--- config.mk ---
export PLATFORM = sky130hd
export DESIGN_NAME = hv_bt656_panel_output
export DESIGN_NICKNAME = d
export VERILOG_FILES = /design/src/panel_out_pkg.sv /design/src/hv_bt656_panel_output.sv /design/src/timing_code_gen.sv
export VERILOG_INCLUDE_DIRS = /design/src
export SDC_FILE = /design/constraint.sdc
export NUM_CORES = 1
export LEC_CHECK = 0
export BUFFER_PORTS_ARGS = -buffer_cell sky130_fd_sc_hd__buf_2
export CAP_MARGIN = 10
export CORE_AREA = 2 2 102 104
export DETAILED_ROUTE_END_ITERATION = 8
export DIE_AREA = 0 0 104 106
export GPL_TIMING_DRIVEN = 0
export MAX_ROUTING_LAYER = met4
export PLACE_DENSITY = 0.65
export SKIP_LAST_GASP = 1
export SLEW_MARGIN = 20
export SYNTH_ARGS = -nofsm -noshare
export SYNTH_HDL_FRONTEND = slang
export SYNTH_SLANG_ARGS = --single-unit
--- constraint.sdc ---
create_clock -name clk_in -period 5.7 [get_ports clk_in]
set_input_delay 0.855 -clock clk_in [delete_from_list [all_inputs] [get_ports clk_in]]
set_output_delay 0.855 -clock clk_in [all_outputs]
set_load 0.1 [all_outputs]
--- src/panel_out_params.svh ---
// Default timing figures and fixed codes of the panel output stage
`ifndef PANEL_OUT_PARAMS_SVH
`define PANEL_OUT_PARAMS_SVH

// ----------------------------------------------------------------
// Counter widths
// ----------------------------------------------------------------
`define HCNT_W 12
`define VCNT_W 11

// ----------------------------------------------------------------
// Sync plus enable timing, in dot clocks and lines
// ----------------------------------------------------------------
`define HV_H_ACTIVE_DEF 32
`define HV_H_SYNC_DEF 4
`define HV_H_BACK_DEF 8
`define HV_H_TOTAL_DEF 48
`define HV_V_ACTIVE_DEF 8
`define HV_V_SYNC_DEF 2
`define HV_V_BACK_DEF 3
`define HV_V_TOTAL_DEF 13

// ----------------------------------------------------------------
// Byte stream timing, in bytes (active in two-byte samples) and lines
// ----------------------------------------------------------------
`define BT_ACTIVE_DEF 16
`define BT_BLANK_DEF 8
`define BT_FIELD_DEF 6
`define BT_VBLANK_DEF 2

// ----------------------------------------------------------------
// Fixed words of the byte stream
// ----------------------------------------------------------------
`define CODE_LEAD 8'hFF
`define CODE_ZERO 8'h00
`define BLANK_CHROMA 8'h80
`define BLANK_LUMA 8'h10
`define CODE_LEN 4

`endif

--- src/panel_out_pkg.sv ---
// Types shared by the panel output stage
`default_nettype none
`include "panel_out_params.svh"
package panel_out_pkg;
    typedef enum logic [1:0] {
        MODE_HV = 2'b01,
        MODE_BT = 2'b10
    } out_mode_t;

    typedef struct packed {
        logic en;
        out_mode_t mode;
        logic dclk;
        logic ready;
        logic [`HCNT_W-1:0] hcnt;
        logic [`VCNT_W-1:0] vcnt;
        logic hsync;
        logic vsync;
        logic de;
        logic vld;
        logic [23:0] data;
        logic [7:0] luma;
    } out_state_t;
endpackage
`default_nettype wire

--- src/hv_bt656_panel_output.sv ---
// Panel output stage: sync plus enable RGB timing and BT.656 byte stream
`timescale 1ns/1ps
`default_nettype none
`include "panel_out_params.svh"

module hv_bt656_panel_output
    import panel_out_pkg::*;
#(
    parameter int unsigned H_ACTIVE = `HV_H_ACTIVE_DEF,
    parameter int unsigned H_SYNC = `HV_H_SYNC_DEF,
    parameter int unsigned H_BACK = `HV_H_BACK_DEF,
    parameter int unsigned H_TOTAL = `HV_H_TOTAL_DEF,
    parameter int unsigned V_ACTIVE = `HV_V_ACTIVE_DEF,
    parameter int unsigned V_SYNC = `HV_V_SYNC_DEF,
    parameter int unsigned V_BACK = `HV_V_BACK_DEF,
    parameter int unsigned V_TOTAL = `HV_V_TOTAL_DEF,
    parameter int unsigned BT_ACTIVE = `BT_ACTIVE_DEF,
    parameter int unsigned BT_BLANK = `BT_BLANK_DEF,
    parameter int unsigned BT_FIELD = `BT_FIELD_DEF,
    parameter int unsigned BT_VBLANK = `BT_VBLANK_DEF
) (
    input wire logic clk_in,
    input wire logic rstn_in,
    input wire logic enable_in,
    input wire logic bt656_sel_in,
    input wire logic multi_channel_in,
    input wire logic [3:0] channel_id_in,
    input wire logic pix_valid_in,
    input wire logic [23:0] pix_data_in,
    output logic pix_ready_out,
    output logic dot_clock_out,
    output logic vsync_out,
    output logic hsync_out,
    output logic pixel_valid_window_out,
    output logic optional_valid_strobe_out,
    output logic [23:0] pixel_data_out
);
    // ----------------------------------------------------------------
    // Sized positions within line and frame
    // ----------------------------------------------------------------
    localparam int HW = `HCNT_W;
    localparam int VW = `VCNT_W;
    localparam logic [HW-1:0] HV_H_LAST = HW'(H_TOTAL - 1);
    localparam logic [HW-1:0] HV_H_SYNC = HW'(H_SYNC);
    localparam logic [HW-1:0] HV_H_DE = HW'(H_BACK);
    localparam logic [HW-1:0] HV_H_END = HW'(H_BACK + H_ACTIVE);
    localparam logic [VW-1:0] HV_V_LAST = VW'(V_TOTAL - 1);
    localparam logic [VW-1:0] HV_V_SYNC = VW'(V_SYNC);
    localparam logic [VW-1:0] HV_V_DE = VW'(V_BACK);
    localparam logic [VW-1:0] HV_V_END = VW'(V_BACK + V_ACTIVE);
    localparam logic [HW-1:0] BT_EAV_END = HW'(`CODE_LEN);
    localparam logic [HW-1:0] BT_SAV_AT = HW'(`CODE_LEN + BT_BLANK);
    localparam logic [HW-1:0] BT_ACT_AT = HW'(2 * `CODE_LEN + BT_BLANK);
    localparam logic [HW-1:0] BT_H_LAST = HW'(2 * `CODE_LEN + BT_BLANK + 2 * BT_ACTIVE - 1);
    localparam logic [VW-1:0] BT_FIELD_N = VW'(BT_FIELD);
    localparam logic [VW-1:0] BT_V_LAST = VW'(2 * BT_FIELD - 1);
    localparam logic [VW-1:0] BT_VBL = VW'(BT_VBLANK);

    // ----------------------------------------------------------------
    // Helpers
    // ----------------------------------------------------------------
    // Visible window of the sync plus enable raster; used for ready and enable
    function automatic logic hv_window(input logic [HW-1:0] h, input logic [VW-1:0] v);
        hv_window = (h >= HV_H_DE) && (h < HV_H_END) && (v >= HV_V_DE) && (v < HV_V_END);
    endfunction

    out_state_t st;
    out_state_t next_st;
    logic field2;
    logic [VW-1:0] vline;
    logic vblank;
    logic in_eav;
    logic in_code;
    logic in_act;
    logic [HW-1:0] act_off;
    logic take;
    logic [7:0] code_byte;
    logic [7:0] bt_word;
    logic [HW-1:0] h_last;
    logic [VW-1:0] v_last;

    // ----------------------------------------------------------------
    // Byte stream position decode
    // ----------------------------------------------------------------
    // Fields follow each other in one line count; the second half is field 2
    always_comb begin
        field2 = st.vcnt >= BT_FIELD_N;
        vline = field2 ? st.vcnt - BT_FIELD_N : st.vcnt;
        vblank = vline < BT_VBL;
        in_eav = st.hcnt < BT_EAV_END;
        in_code = in_eav || ((st.hcnt >= BT_SAV_AT) && (st.hcnt < BT_ACT_AT));
        in_act = st.hcnt >= BT_ACT_AT;
        act_off = st.hcnt - BT_ACT_AT;
    end

    // Blanking is a multiple of four bytes, so the code index is the low bits
    timing_code_gen u_code (
        .idx_in(st.hcnt[1:0]),
        .field_in(field2),
        .vflag_in(vblank),
        .hflag_in(in_eav),
        .multi_channel_in(multi_channel_in),
        .channel_id_in(channel_id_in),
        .code_out(code_byte)
    );

    // ----------------------------------------------------------------
    // Color space converter word stream
    // ----------------------------------------------------------------
    // Upstream gives Y in [23:16], U in [15:8], V in [7:0]; one sample
    // is taken per byte pair, its chroma first and its luma held
    always_comb begin
        if (in_code) begin
            bt_word = code_byte;
        end else if (in_act && !vblank) begin
            case (act_off[1:0])
                2'h0: bt_word = take ? pix_data_in[15:8] : `BLANK_CHROMA;
                2'h2: bt_word = take ? pix_data_in[7:0] : `BLANK_CHROMA;
                default: bt_word = st.luma;
            endcase
        end else begin
            bt_word = st.hcnt[0] ? `BLANK_LUMA : `BLANK_CHROMA;
        end
    end

    // ----------------------------------------------------------------
    // Next state
    // ----------------------------------------------------------------
    // The sync, enable, data and counter registers update in the cycle where the dot clock falls, so the
    // panel sees half a dot period of setup before its rising edge
    always_comb begin
        next_st = st;
        take = st.ready && pix_valid_in;
        h_last = (st.mode == MODE_BT) ? BT_H_LAST : HV_H_LAST;
        v_last = (st.mode == MODE_BT) ? BT_V_LAST : HV_V_LAST;
        next_st.en = enable_in;
        next_st.dclk = st.en && enable_in && !st.dclk;
        next_st.ready = 1'b0;
        if (!st.en) begin
            // Mode is caught only while idle; a change mid-frame would tear
            next_st.mode = bt656_sel_in ? MODE_BT : MODE_HV;
            next_st.hcnt = '0;
            next_st.vcnt = '0;
            next_st.hsync = 1'b0;
            next_st.vsync = 1'b0;
            next_st.de = 1'b0;
            next_st.vld = 1'b0;
            next_st.data = '0;
            next_st.luma = `BLANK_LUMA;
        end else if (!st.dclk) begin
            // Ready stands in the cycle of the coming fall only
            case (st.mode)
                MODE_HV: next_st.ready = enable_in && hv_window(st.hcnt, st.vcnt);
                MODE_BT: next_st.ready = enable_in && in_act && !vblank && !act_off[0];
                default: next_st.ready = 1'b0;
            endcase
        end else begin
            case (st.mode)
                MODE_HV: begin
                    next_st.vsync = st.vcnt < HV_V_SYNC;
                    next_st.hsync = st.hcnt < HV_H_SYNC;
                    next_st.de = hv_window(st.hcnt, st.vcnt);
                    next_st.vld = 1'b0;
                    // An empty FIFO inside the window shows black, not stale data
                    next_st.data = take ? pix_data_in : 24'h000000;
                end
                MODE_BT: begin
                    next_st.vsync = 1'b0;
                    next_st.hsync = 1'b0;
                    next_st.de = 1'b0;
                    next_st.vld = in_act && !vblank;
                    next_st.data = {16'h0000, bt_word};
                    if (take) begin
                        next_st.luma = pix_data_in[23:16];
                    end else if (!in_act || vblank) begin
                        next_st.luma = `BLANK_LUMA;
                    end
                end
                default: begin
                    next_st.mode = MODE_HV;
                end
            endcase
            // Raster advance
            if (st.hcnt >= h_last) begin
                next_st.hcnt = '0;
                next_st.vcnt = (st.vcnt >= v_last) ? '0 : st.vcnt + VW'(1);
            end else begin
                next_st.hcnt = st.hcnt + HW'(1);
            end
        end
        if (!enable_in) begin
            next_st.ready = 1'b0;
        end
    end

    // ----------------------------------------------------------------
    // State register
    // ----------------------------------------------------------------
    always_ff @(posedge clk_in or negedge rstn_in) begin
        if (!rstn_in) begin
            st <= '{en: 1'b0, mode: MODE_HV, dclk: 1'b0, ready: 1'b0,
                    hcnt: '0, vcnt: '0, hsync: 1'b0, vsync: 1'b0,
                    de: 1'b0, vld: 1'b0, data: '0, luma: `BLANK_LUMA};
        end else begin
            st <= next_st;
        end
    end

    // ----------------------------------------------------------------
    // Pin mapping
    // ----------------------------------------------------------------
    // Words go to the pins as built; byte mode sits on the low lane
    assign dot_clock_out = st.dclk;
    assign pix_ready_out = st.ready;
    assign vsync_out = st.vsync;
    assign hsync_out = st.hsync;
    assign pixel_valid_window_out = st.de;
    assign optional_valid_strobe_out = st.vld;
    assign pixel_data_out = st.data;

    logic bt_mode;
    assign bt_mode = st.mode == MODE_BT;
endmodule
`default_nettype wire

--- src/timing_code_gen.sv ---
// Builder of one byte of an embedded timing reference code
`timescale 1ns/1ps
`default_nettype none
`include "panel_out_params.svh"
module timing_code_gen (
    input wire logic [1:0] idx_in,
    input wire logic field_in,
    input wire logic vflag_in,
    input wire logic hflag_in,
    input wire logic multi_channel_in,
    input wire logic [3:0] channel_id_in,
    output logic [7:0] code_out
);
    logic [3:0] prot;

    // ----------------------------------------------------------------
    // Protection nibble and code bytes
    // ----------------------------------------------------------------
    // Parity lets a receiver fix single bit errors in the flags
    always_comb begin
        prot = {vflag_in ^ hflag_in, field_in ^ hflag_in,
                field_in ^ vflag_in, field_in ^ vflag_in ^ hflag_in};
        if (multi_channel_in) begin
            prot = channel_id_in;
        end
    end

    // Three fixed lead bytes, then the format byte
    always_comb begin
        case (idx_in)
            2'h0: code_out = `CODE_LEAD;
            2'h1: code_out = `CODE_ZERO;
            2'h2: code_out = `CODE_ZERO;
            default: code_out = {1'b1, field_in, vflag_in, hflag_in, prot};
        endcase
    end
endmodule
`default_nettype wire

-- Word level (Yosys, flattened, before mapping)
Cells that the tools add are included.
- add/sub/neg operators: 4
- multiply operators: 0
- divide/modulo/power cells: 0
- $lt $le $gt $ge: 13
- eq/ne operators: 11
- shift operators: 0
- multiplexer cells: 28
- bitwise gates (word level): 4
- reduce and logical (&&, ||, !) cells: 26
- operator list (operator ; count):
    $mux W59 ; 2
    $mux W8 ; 8
    $pmux W28 S2 ; 1
    $mux W11 ; 3
    $pmux W8 S2 ; 2
    $ge A12 B4 Y1 const B ; 2
    $mux W24 ; 1
    $lt A11 B2 Y1 const B ; 2
    $add A12 B1 Y12 const B ; 1
    $ge A12 B5 Y1 const B ; 1
    $ge A12 B6 Y1 const B ; 1
    $logic_and A1 B1 Y1 ; 12
    $lt A12 B3 Y1 const B ; 1
    $lt A12 B5 Y1 const B ; 1
    $lt A12 B6 Y1 const B ; 1
    $mux W12 ; 1
    $add A11 B1 Y11 const B ; 1
    $ge A11 B2 Y1 const B ; 1
    $ge A11 B3 Y1 const B ; 1
    $ge A11 B4 Y1 ; 1
    $lt A11 B4 Y1 const B ; 1
    $sub A11 B3 Y11 const B ; 1
    $mux W2 ; 4
    $eq A2 B2 Y1 const B ; 3
    other kinds (16) ; 33
- register bits: 64
- latch bits: 0
- memory bits (writable): 0
- ROM bits: 0
- input bits: 34
- output and inout port bits: 30
- word-level logic and storage cells: 98
- memories kept: 0

-- Longest topological paths before layout
Gate-level depths: netlist of the first run.
- depth after elaboration: 11
- depth in mapped cells: 9
- depth with buffers taken out: 9

-- Cells and area by module
Synthesis of the first run repeated with hierarchy kept, for this count alone.
- cell total of the unflattened synthesis: 404
- area, all modules: 3829.9 µm²
- modules (own cells, without submodules) (module ; instances ; cells an instance ; area each (µm²)):
    hv_bt656_panel_output ; 1 ; 373 ; 3654.8
    timing_code_gen ; 1 ; 31 ; 175.2

-- Worst setup path after synthesis of the first run
Ideal clock, no wire load.
- path type: reg2reg
- start point: register st[37] (netlist bit)
- end point: register st (netlist bit pixel_data_out[3])
- setup time: 69 ps
- arrival time: 2378 ps
- data required time: 5631 ps
- path slack: 3253 ps
- cell stages (with the launch flop): 9
- period minus slack after synthesis: 2447 ps
- path through: dfrtp_1 -> ha_1 -> nor3_2 -> a211o_1 -> a31oi_1 -> o2111ai_2 -> nand2_1 -> or4_1 -> nand3_1
- cells in the longest elaborated chain, start to end: 10
- elaborated cells between the ends (all ways): 14
- classes of those cells: add/sub: 1; order compare: 2; mux: 8; bitwise: 1; reduce/logical: 2
- ends and longest elaborated chain (element ; RTL line ; text):
    start, declared ; hv_bt656_panel_output.sv:67 ; out_state_t st;
    start signal, assigned ; hv_bt656_panel_output.sv:201 ; st <= '{en: 1'b0, mode: MODE_HV, dclk: 1'b0, ready: 1'b0,
    start signal, assigned ; hv_bt656_panel_output.sv:205 ; st <= next_st;
    $sub A11 B3 Y11 or $ge A11 B3 Y1 (tied branches) ; hv_bt656_panel_output.sv:88, hv_bt656_panel_output.sv:87 ;
    $mux W11 (*) ; hv_bt656_panel_output.sv:88 ; vline = field2 ? st.vcnt - BT_FIELD_N : st.vcnt;
    $lt A11 B2 Y1 (*) ; hv_bt656_panel_output.sv:89 ; vblank = vline < BT_VBL;
    $xor A1 B1 Y1 or $logic_not A1 Y1 (tied branches) ; timing_code_gen.sv:21, hv_bt656_panel_output.sv:115 ;
    $mux W4 or $logic_and A1 B1 Y1 (tied branches) ; timing_code_gen.sv:23, hv_bt656_panel_output.sv:115 ;
    $pmux W8 S2 or $mux W8 (tied branches) ; timing_code_gen.sv:30, hv_bt656_panel_output.sv:115 ;
    $mux W8 (*) ; hv_bt656_panel_output.sv:113 ; if (in_code) begin
    $pmux W28 S2 (*) ; hv_bt656_panel_output.sv:158 ; case (st.mode)
    $mux W59 (*) ; hv_bt656_panel_output.sv:150 ; end else if (!st.dclk) begin
    $mux W59 (*) ; hv_bt656_panel_output.sv:139 ; if (!st.en) begin
Mark *: on every way between the ends. The rest lies on a longest branch, timed or not. The select of a mux whose other input is x is not followed.
A chain may end at the register's enable or synchronous reset.

-- Final worst setup path of the first run
Same ends and word-level chain as after synthesis.

==> insert_results.sql, run 1 <==
INSERT INTO impl_metrics (metric_group, metric, value, unit) VALUES
('synth', 'synth_nets', '464', ''),
('synth', 'async_flop_share', '1.000', ''),
('cells_and_area', 'most_common_cell_after_layout_fill_and_taps_aside', 'buf_2', ''),
('timing', 'worst_slew_pin_slew', '0.7434', 'ns'),
('clocking', 'clockRootBuffer', 'clkbuf_8', ''),
('setup_path', 'crit_arrival', '3.28', 'ns'),
('timing', 'rsz0062_at_grt', 'no', ''),
('power_and_ir_drop', 'power', '1.173', 'mW'),
('floorplan', 'rows', '37', ''),
('timing', 'worst_slew_margin_rel', '0.4992', ''),
('clocking', 'clock_sinks', '64', ''),
('drt', 'firstDrtPassIters', '4', ''),
('timing', 'drv_slew', '0', ''),
('cells_and_area', 'final_cell_mix', '68 x buf_2, 62 x dfrtp_1, 41 x nand2_1', ''),
('synth', 'dominantRegCellSynth', 'dfrtp_1', ''),
('setup_path', 'path_max_fanout', '10', ''),
('placement', 'place_hpwl', '7.176', 'mm'),
('synth', 'synth_seq_area_share', '0.4248', ''),
('job', 'cap_violations', '0', ''),
('cells_and_area', 'num_antenna_cells', '0', ''),
('clocking', 'clkTransAtPathRegs', '0.09', 'ns'),
('clocking', 'worstSkewPairLatency', '0.36', 'ns'),
('floorplan', 'die-height', '106', 'um'),
('clocking', 'post-cts-setup-buffer-count', '0', ''),
('drt', 'post-route-drc-count', '0', ''),
('drt', 'total_wirelength', '9.625', 'mm'),
('floorplan', 'floorplan.die_area', '11020', 'um2'),
('synth', 'synthCells', '418', ''),
('global_route', 'first_global_vias', '3282', ''),
('synth', 'synthDominantCellAreaShare', '0.4109', ''),
('global_route', 'grt_pass1_wl', '16.19', 'mm'),
('clocking', 'post_cts.resized_instances', '0', ''),
('drt', 'postRouteAntennaNets', '0', ''),
('global_route', 'pin_count_of_the_biggest_net_entering_global_routing', '42', ''),
('power_and_ir_drop', 'ir_worst_vdd', '0.0001349', 'V'),
('timing', 'max_clock_freq', '0.3347', 'GHz'),
('power_and_ir_drop', 'power-per-cell-area', '260.1', 'nW/um2'),
('drt', 'avgRoutedWirePerCell', '15.18', 'um'),
('cells_and_area', 'post_route_cells_drive_above_1_share', '0.2490', ''),
('timing', 'hold_ws', '0.3842', 'ns'),
('setup_path', 'endpoint_kind', 'register', ''),
('timing', 'final_hold_fails', '0', ''),
('drt', 'dr_total_vias', '3356', ''),
('timing', 'worst_clock_skew', '0.01640', 'ns'),
('setup_path', 'worst-setup-path-type', 'reg -> reg', ''),
('setup_path', 'worstPathRequired', '6.00', 'ns'),
('synth', 'synth_seq_cells', '64', ''),
('floorplan', 'num_io_pins', '64', ''),
('timing', 'tns', '0', 'ns'),
('cells_and_area', 'finish.net_count', '539', ''),
('setup_path', 'kind_of_launch_point_of_the_worst_setup_path', 'register', ''),
('min_path', 'hold_class', 'in -> async', ''),
('global_route', 'grt_util_all_layers', '0.1883', ''),
('clocking', 'holdBufCountCts', '0', ''),
('placement', 'finalWeightedCongestion', '0.9011', ''),
('synth', 'synth.largest_area_cell', 'dfrtp_1', ''),
('synth', 'cell_variety_after_synth', '57', ''),
('synth', 'synth-warning-count', '0', ''),
('cells_and_area', 'area_growth_syn_to_layout', '19.45', '%'),
('timing', 'fin_crit', '2.988', 'ns'),
('synth', 'top_cells_by_area_in_the_synthesized_netlist', 'dfrtp_1 41%, buf_4 5.2%, nand2_1 4.1%', ''),
('floorplan', 'dieWidth', '104', 'um'),
('global_route', 'number_of_antenna_violations_at_the_first_check_in_global_routing', '0', ''),
('timing', 'finalCritPeriodShare', '0.5242', ''),
('clocking', 'clock_tree_from_tritoncts', 'yes', ''),
('floorplan', 'start_util', '0.3776', ''),
('clocking', 'cts-buffers-inserted', '9', ''),
('global_route', 'grt.overflow.total', '0', ''),
('synth', 'post_synth_instance_area', '3776', 'um2'),
('clocking', 'cts-root-to-sink-buffers', '2', ''),
('placement', 'portBuffers', '63', ''),
('synth', 'post_synth.cell_area_avg', '9.034', 'um2'),
('floorplan', 'fp.coreArea', '10000', 'um2'),
('synth', 'number_of_synthesized_flops_with_an_enable_pin', '0', ''),
('timing', 'setup_viol_count_final', '0', ''),
('clocking', 'clock_tree.htree_level_count', '3', ''),
('drt', 'drt_iter0_markers', '189', ''),
('power_and_ir_drop', 'power_leakage', '2.226', 'nW'),
('run_status', 'status', 'completed', ''),
('drt', 'via_per_inst', '5.293', '');
[cell families after synthesis]
logic type / Yosys count / synth area share
adder cells (fa/ha/maj): 12 / 0.03976
flip-flops: 64 / 0.4248
AO/OA/AOI/OAI: 120 / 0.2170
buffers and inverters: 60 / 0.08979
multiplexers: 1 / 0.002982
AND/OR/NAND/NOR: 153 / 0.2071
XOR/XNOR: 8 / 0.01856
[cells in the mapped netlist (all sizes together) (2+ instances only)]
library cell and count:
nor4 4, o22ai 4, o211ai 4, nand3 17, dfstp 2, o31ai 3, clkbuf 12, nor2 37
a21o 4, and2 10, and3 4, a211o 2, nand2b 5, nor3 9, o21ai 23, a22o 14
buf 33, nand2 41, a21oi 25, o22a 2, nand4b 3, nor2b 11, or4 2, a31oi 8
a211oi 2, xor2 3, xnor2 5, dfrtp 62, o31a 2, a22oi 16, inv 14, o211a 2
ha 12, nand4 5
[metrics by stage]
step	util	worst slack, ns	instances	cell area [um2]
after floorplan	-	3.253	418	3776
after global placement	0.4262	2.796	617	4262
after detailed placement	0.4284	2.789	618	4284
after CTS	0.4511	2.755	634	4511
after global routing	0.4511	2.555	634	4511
final	0.4511	2.712	634	4511
[critical path, cell delays in order (launching register included)]
cell and delay, ns:
dfrtp_1 0.50, ha_1 0.36, nor3_2 0.27, a211o_1 0.18, a31oi_1 0.10, o2111ai_2 0.53
nand2_1 0.36, or4_1 0.57, nand3_1 0.08
[area by class of cell]
class	instances	area [um2]
multi-input cells	294	1833
plain buffers	45	282.8
clock inverters	7	102.6
inverters	15	56.30
clock buffers	9	123.9
flip-flops and latches	64	1604
repair buffers	64	337.8
fillers	1005	5489
well taps	136	170.2
[worst paths after layout]
| check | start | end | slack (ns) | cells past startpoint |
|---|---|---|---|---|
| min in group clk_in | pixel_data_out[8] | pixel_data_out[8] | 0.47 | 2 |
| worst min register to register | pixel_data_out[8] | pixel_data_out[8] | 0.47 | 2 |
| worst max register to register | st[37] | pixel_data_out[3] | 2.71 | 8 |
| worst min-delay path | rstn_in | pixel_data_out[8] | 0.38 | 1 |
| worst max-delay path | st[37] | pixel_data_out[3] | 2.71 | 8 |
| max in group asynchronous | rstn_in | st[61] | 4.71 | 2 |
[state kept, by name, summed over array words and instances (netlist names)]
name,flops
dot_clock_out,1
hsync_out,1
optional_valid_strobe_out,1
pix_ready_out,1
pixel_data_out,24
pixel_valid_window_out,1
st,34
vsync_out,1
[layer usage]
layer | vias up | routed length, um | GRT usage
met3 | 30 | 539 | 0.03924
met5 | - | 0 | -
met1 | 1581 | 4331 | 0.2371
met2 | 112 | 4381 | 0.2848
li1 | 1633 | - | -
met4 | 0 | 373 | 0.1042
[power by group]
part           internal [mW]  switching, mW  leakage [nW]  total (mW)
Combinational         0.0732          0.159          1.24       0.233
Clock                  0.251          0.205         0.110       0.455
Sequential             0.468         0.0171         0.875       0.485
Total                  0.792          0.381          2.23        1.17
Note: power is estimated with default switching activity, not from simulation.
==> inputs of run 2 (changes only) <==
--- a/config.mk
+++ b/config.mk
@@ -13,7 +13,7 @@
 export DIE_AREA = 0 0 104 106
 export GPL_TIMING_DRIVEN = 0
 export MAX_ROUTING_LAYER = met4
-export PLACE_DENSITY = 0.65
+export PLACE_DENSITY = 0.67
 export SKIP_LAST_GASP = 1
 export SLEW_MARGIN = 20
 export SYNTH_ARGS = -nofsm -noshare
==> constraint.sdc (replaced) <==
create_clock -name clk_in -period 2.4 [get_ports clk_in]
set_input_delay 0.36 -clock clk_in [delete_from_list [all_inputs] [get_ports clk_in]]
set_output_delay 0.36 -clock clk_in [all_outputs]
set_load 0.1 [all_outputs]
==> run 2 against run 1 <==
Effect of this change:
- the run now ends with negative setup slack left
- wire length increased by 6.2%
- via count increased by 4.5%
- final area increased by 7.2%
- utilization increased by 3.2 points
- count of clock-buffer cells in the layout unchanged
- total power increased by 140%
- critical path type unchanged
- critical endpoint is now pixel_data_out[1]
==> insert_results.sql, run 2 (synthesized netlist as in run 1, its figures left out) <==
INSERT INTO impl_metrics (metric_group, metric, value, unit) VALUES
('run_status', 'status', 'finished with violations', ''),
('run_status', 'failed_checks', 'negative setup slack', ''),
('drt', 'avgRoutedWirePerCell', '15.55', 'um'),
('floorplan', 'start_util', '0.3776', ''),
('drt', 'via_per_inst', '5.336', ''),
('power_and_ir_drop', 'power_leakage', '2.370', 'nW'),
('timing', 'rsz0062_at_grt', 'yes', ''),
('clocking', 'clockRootBuffer', 'clkbuf_8', ''),
('global_route', 'pin_count_of_the_biggest_net_entering_global_routing', '34', ''),
('cells_and_area', 'largest_register_ffs', '34', ''),
('setup_path', 'path_max_fanout', '6', ''),
('timing', 'drv_slew', '0', ''),
('clocking', 'clock_tree.htree_level_count', '3', ''),
('setup_path', 'kind_of_launch_point_of_the_worst_setup_path', 'register', ''),
('global_route', 'grt.overflow.total', '0', ''),
('drt', 'total_wirelength', '10.22', 'mm'),
('global_route', 'grt_pass1_wl', '16.87', 'mm'),
('setup_path', 'rr_startpoint', 'st[38]', ''),
('setup_path', 'critical_path.max_stage_delay', '0.48', 'ns'),
('setup_path', 'endpoint_kind', 'register', ''),
('drt', 'post-route-drc-count', '0', ''),
('floorplan', 'fp.coreArea', '10000', 'um2'),
('placement', 'finalWeightedCongestion', '0.9107', ''),
('min_path', 'hold_class', 'in -> reg', ''),
('clocking', 'worstSkewPairLatency', '0.35', 'ns'),
('placement', 'portBuffers', '63', ''),
('setup_path', 'critPathBufInv', '2', ''),
('job', 'cap_violations', '0', ''),
('cells_and_area', 'register_containing_the_most_flip_flops_in_the_final_layout', 'st', ''),
('setup_path', 'worst-setup-path-type', 'reg -> reg', ''),
('floorplan', 'floorplan.die_area', '11020', 'um2'),
('timing', 'worst_slew_pin_slew', '0.5779', 'ns'),
('clocking', 'clock_tree_from_tritoncts', 'yes', ''),
('placement', 'place_worst_setup_slack', '-0.4244', 'ns'),
('placement', 'place_hpwl', '7.188', 'mm'),
('setup_path', 'worst_r2r_path_depth', '9', ''),
('setup_path', 'timing.critical_path.slowest_stage_cell', 'dfrtp_2', ''),
('setup_path', 'reg2reg_setup_slack', '-0.01', 'ns'),
('setup_path', 'cp_delay_by_family_top', 'compound AO/OA/AOI/OAI gates', ''),
('cells_and_area', 'utilization', '0.4834', ''),
('power_and_ir_drop', 'ir_worst_vdd', '0.0003412', 'V'),
('global_route', 'first_global_vias', '3427', ''),
('timing', 'max_clock_freq', '0.4142', 'GHz'),
('floorplan', 'num_io_pins', '64', ''),
('cells_and_area', 'final_cell_mix', '68 x buf_2, 58 x dfrtp_1, 48 x buf_4', ''),
('global_route', 'grt_util_all_layers', '0.1939', ''),
('timing', 'final_hold_fails', '0', ''),
('setup_path', 'crit_path_cell_trace', 'ha_4, nor3_4, nand4b_1, a31oi_2, o2111ai_4, buf_6, buf_4, a211oi_1, o21ai_0', ''),
('setup_path', 'worstPathRequired', '2.62', 'ns'),
('cells_and_area', 'num_antenna_cells', '0', ''),
('cells_and_area', 'post_route_cells_drive_above_1_share', '0.3321', ''),
('cells_and_area', 'most_common_cell_after_layout_fill_and_taps_aside', 'buf_2', ''),
('global_route', 'number_of_antenna_violations_at_the_first_check_in_global_routing', '0', ''),
('cells_and_area', 'area_growth_syn_to_layout', '28.00', '%'),
('floorplan', 'rows', '37', ''),
('drt', 'postRouteAntennaNets', '0', ''),
('setup_path', 'timing.rr.end', 'pixel_data_out[1]', ''),
('clocking', 'cts-root-to-sink-buffers', '2', ''),
('drt', 'dr_total_vias', '3506', ''),
('timing', 'worst_clock_skew', '0.009422', 'ns'),
('floorplan', 'dieWidth', '104', 'um'),
('timing', 'worst_slew_margin_rel', '0.6147', ''),
('drt', 'drt_iter0_markers', '165', ''),
('timing', 'worst_slack', '-0.01401', 'ns'),
('cells_and_area', 'finish.net_count', '562', ''),
('clocking', 'clock_sinks', '64', ''),
('setup_path', 'crit_arrival', '2.64', 'ns'),
('min_path', 'min_delay_path_depth', '1', ''),
('min_path', 'hold_end', 'st[63]', ''),
('min_path', 'min_from', 'enable_in', ''),
('clocking', 'cts-buffers-inserted', '9', ''),
('power_and_ir_drop', 'power-per-cell-area', '580.4', 'nW/um2'),
('timing', 'setup_viol_count_final', '2', ''),
('floorplan', 'die-height', '106', 'um'),
('timing', 'fin_crit', '2.414', 'ns'),
('clocking', 'clkTransAtPathRegs', '0.08', 'ns'),
('timing', 'finalCritPeriodShare', '1.006', ''),
('drt', 'firstDrtPassIters', '4', '');
## run 2: cell types whose count changed in the layout (fill, tap and decap cells not counted), moves of 3 or more
cell,previous run,this run
buf_4,27,48
buf_6,1,4
clkinvlp_4,1,4
dfrtp_1,62,58
dfrtp_2,0,4
## run 2: area by class of cell
cell class / instances / area [um2]
clock inverters: 7 / 71.32
repair buffers: 89 / 539.3
fillers: 980 / 5166
well taps: 136 / 170.2
flip-flops and latches: 64 / 1609
clock buffers: 9 / 123.9
inverters: 15 / 62.56
plain buffers: 43 / 275.3
multi-input cells: 294 / 1982
## run 2: what timing repair did
action                     4_1_cts  5_1_grt
hold endpoints to repair        30        0
hold buffers                     1        0
pin swaps                       12       12
resized for setup               20       19
setup endpoints to repair       49       43
buffers inserted                17        7
## run 2: report_power, final
part	switching (mW)	internal (mW)
Sequential	0.0399	1.11
Clock	0.462	0.479
Combinational	0.435	0.276
Total	0.937	1.87
## run 2: routing by layer
metal	part of all wire	GRT usage
met5	0	-
met4	0.015	0.05985
met3	0.060	0.04721
met2	0.50	0.3275
met1	0.43	0.2305
## run 2: how the worst max path moves through the flow
| stage | from | endpoint | slack (ns) | depth (start not counted) |
|---|---|---|---|---|
| 2_1_floorplan | st[37] | pixel_data_out[3] | 0.03 | 8 |
| 3_3_place_gp | st[37] | pixel_data_out[3] | -0.38 | 8 |
| 3_5_place_dp | st[37] | pixel_data_out[3] | -0.42 | 8 |
| 4_1_cts | st[58] | pixel_data_out[2] | -0.06 | 8 |
| 5_1_grt | st[38] | pixel_data_out[3] | -0.13 | 10 |
| 6_report | st[38] | pixel_data_out[1] | -0.01 | 9 |
## run 2: metrics by stage
| step | setup TNS, ns | power, mW | cells | area (um2) | hold WS [ns] |
|---|---|---|---|---|---|
| after floorplan | 0 | 1.557 | 418 | 3780 | 0.06441 |
| after global placement | -5.622 | 1.711 | 617 | 4265 | 0.4528 |
| after detailed placement | -6.663 | 1.726 | 618 | 4288 | 0.3263 |
| after CTS | -0.1180 | 2.757 | 651 | 4705 | 0.1209 |
| after global routing | -0.7579 | 2.923 | 657 | 4833 | 0.1213 |
| final | -0.01521 | 2.805 | 657 | 4833 | 0.1303 |
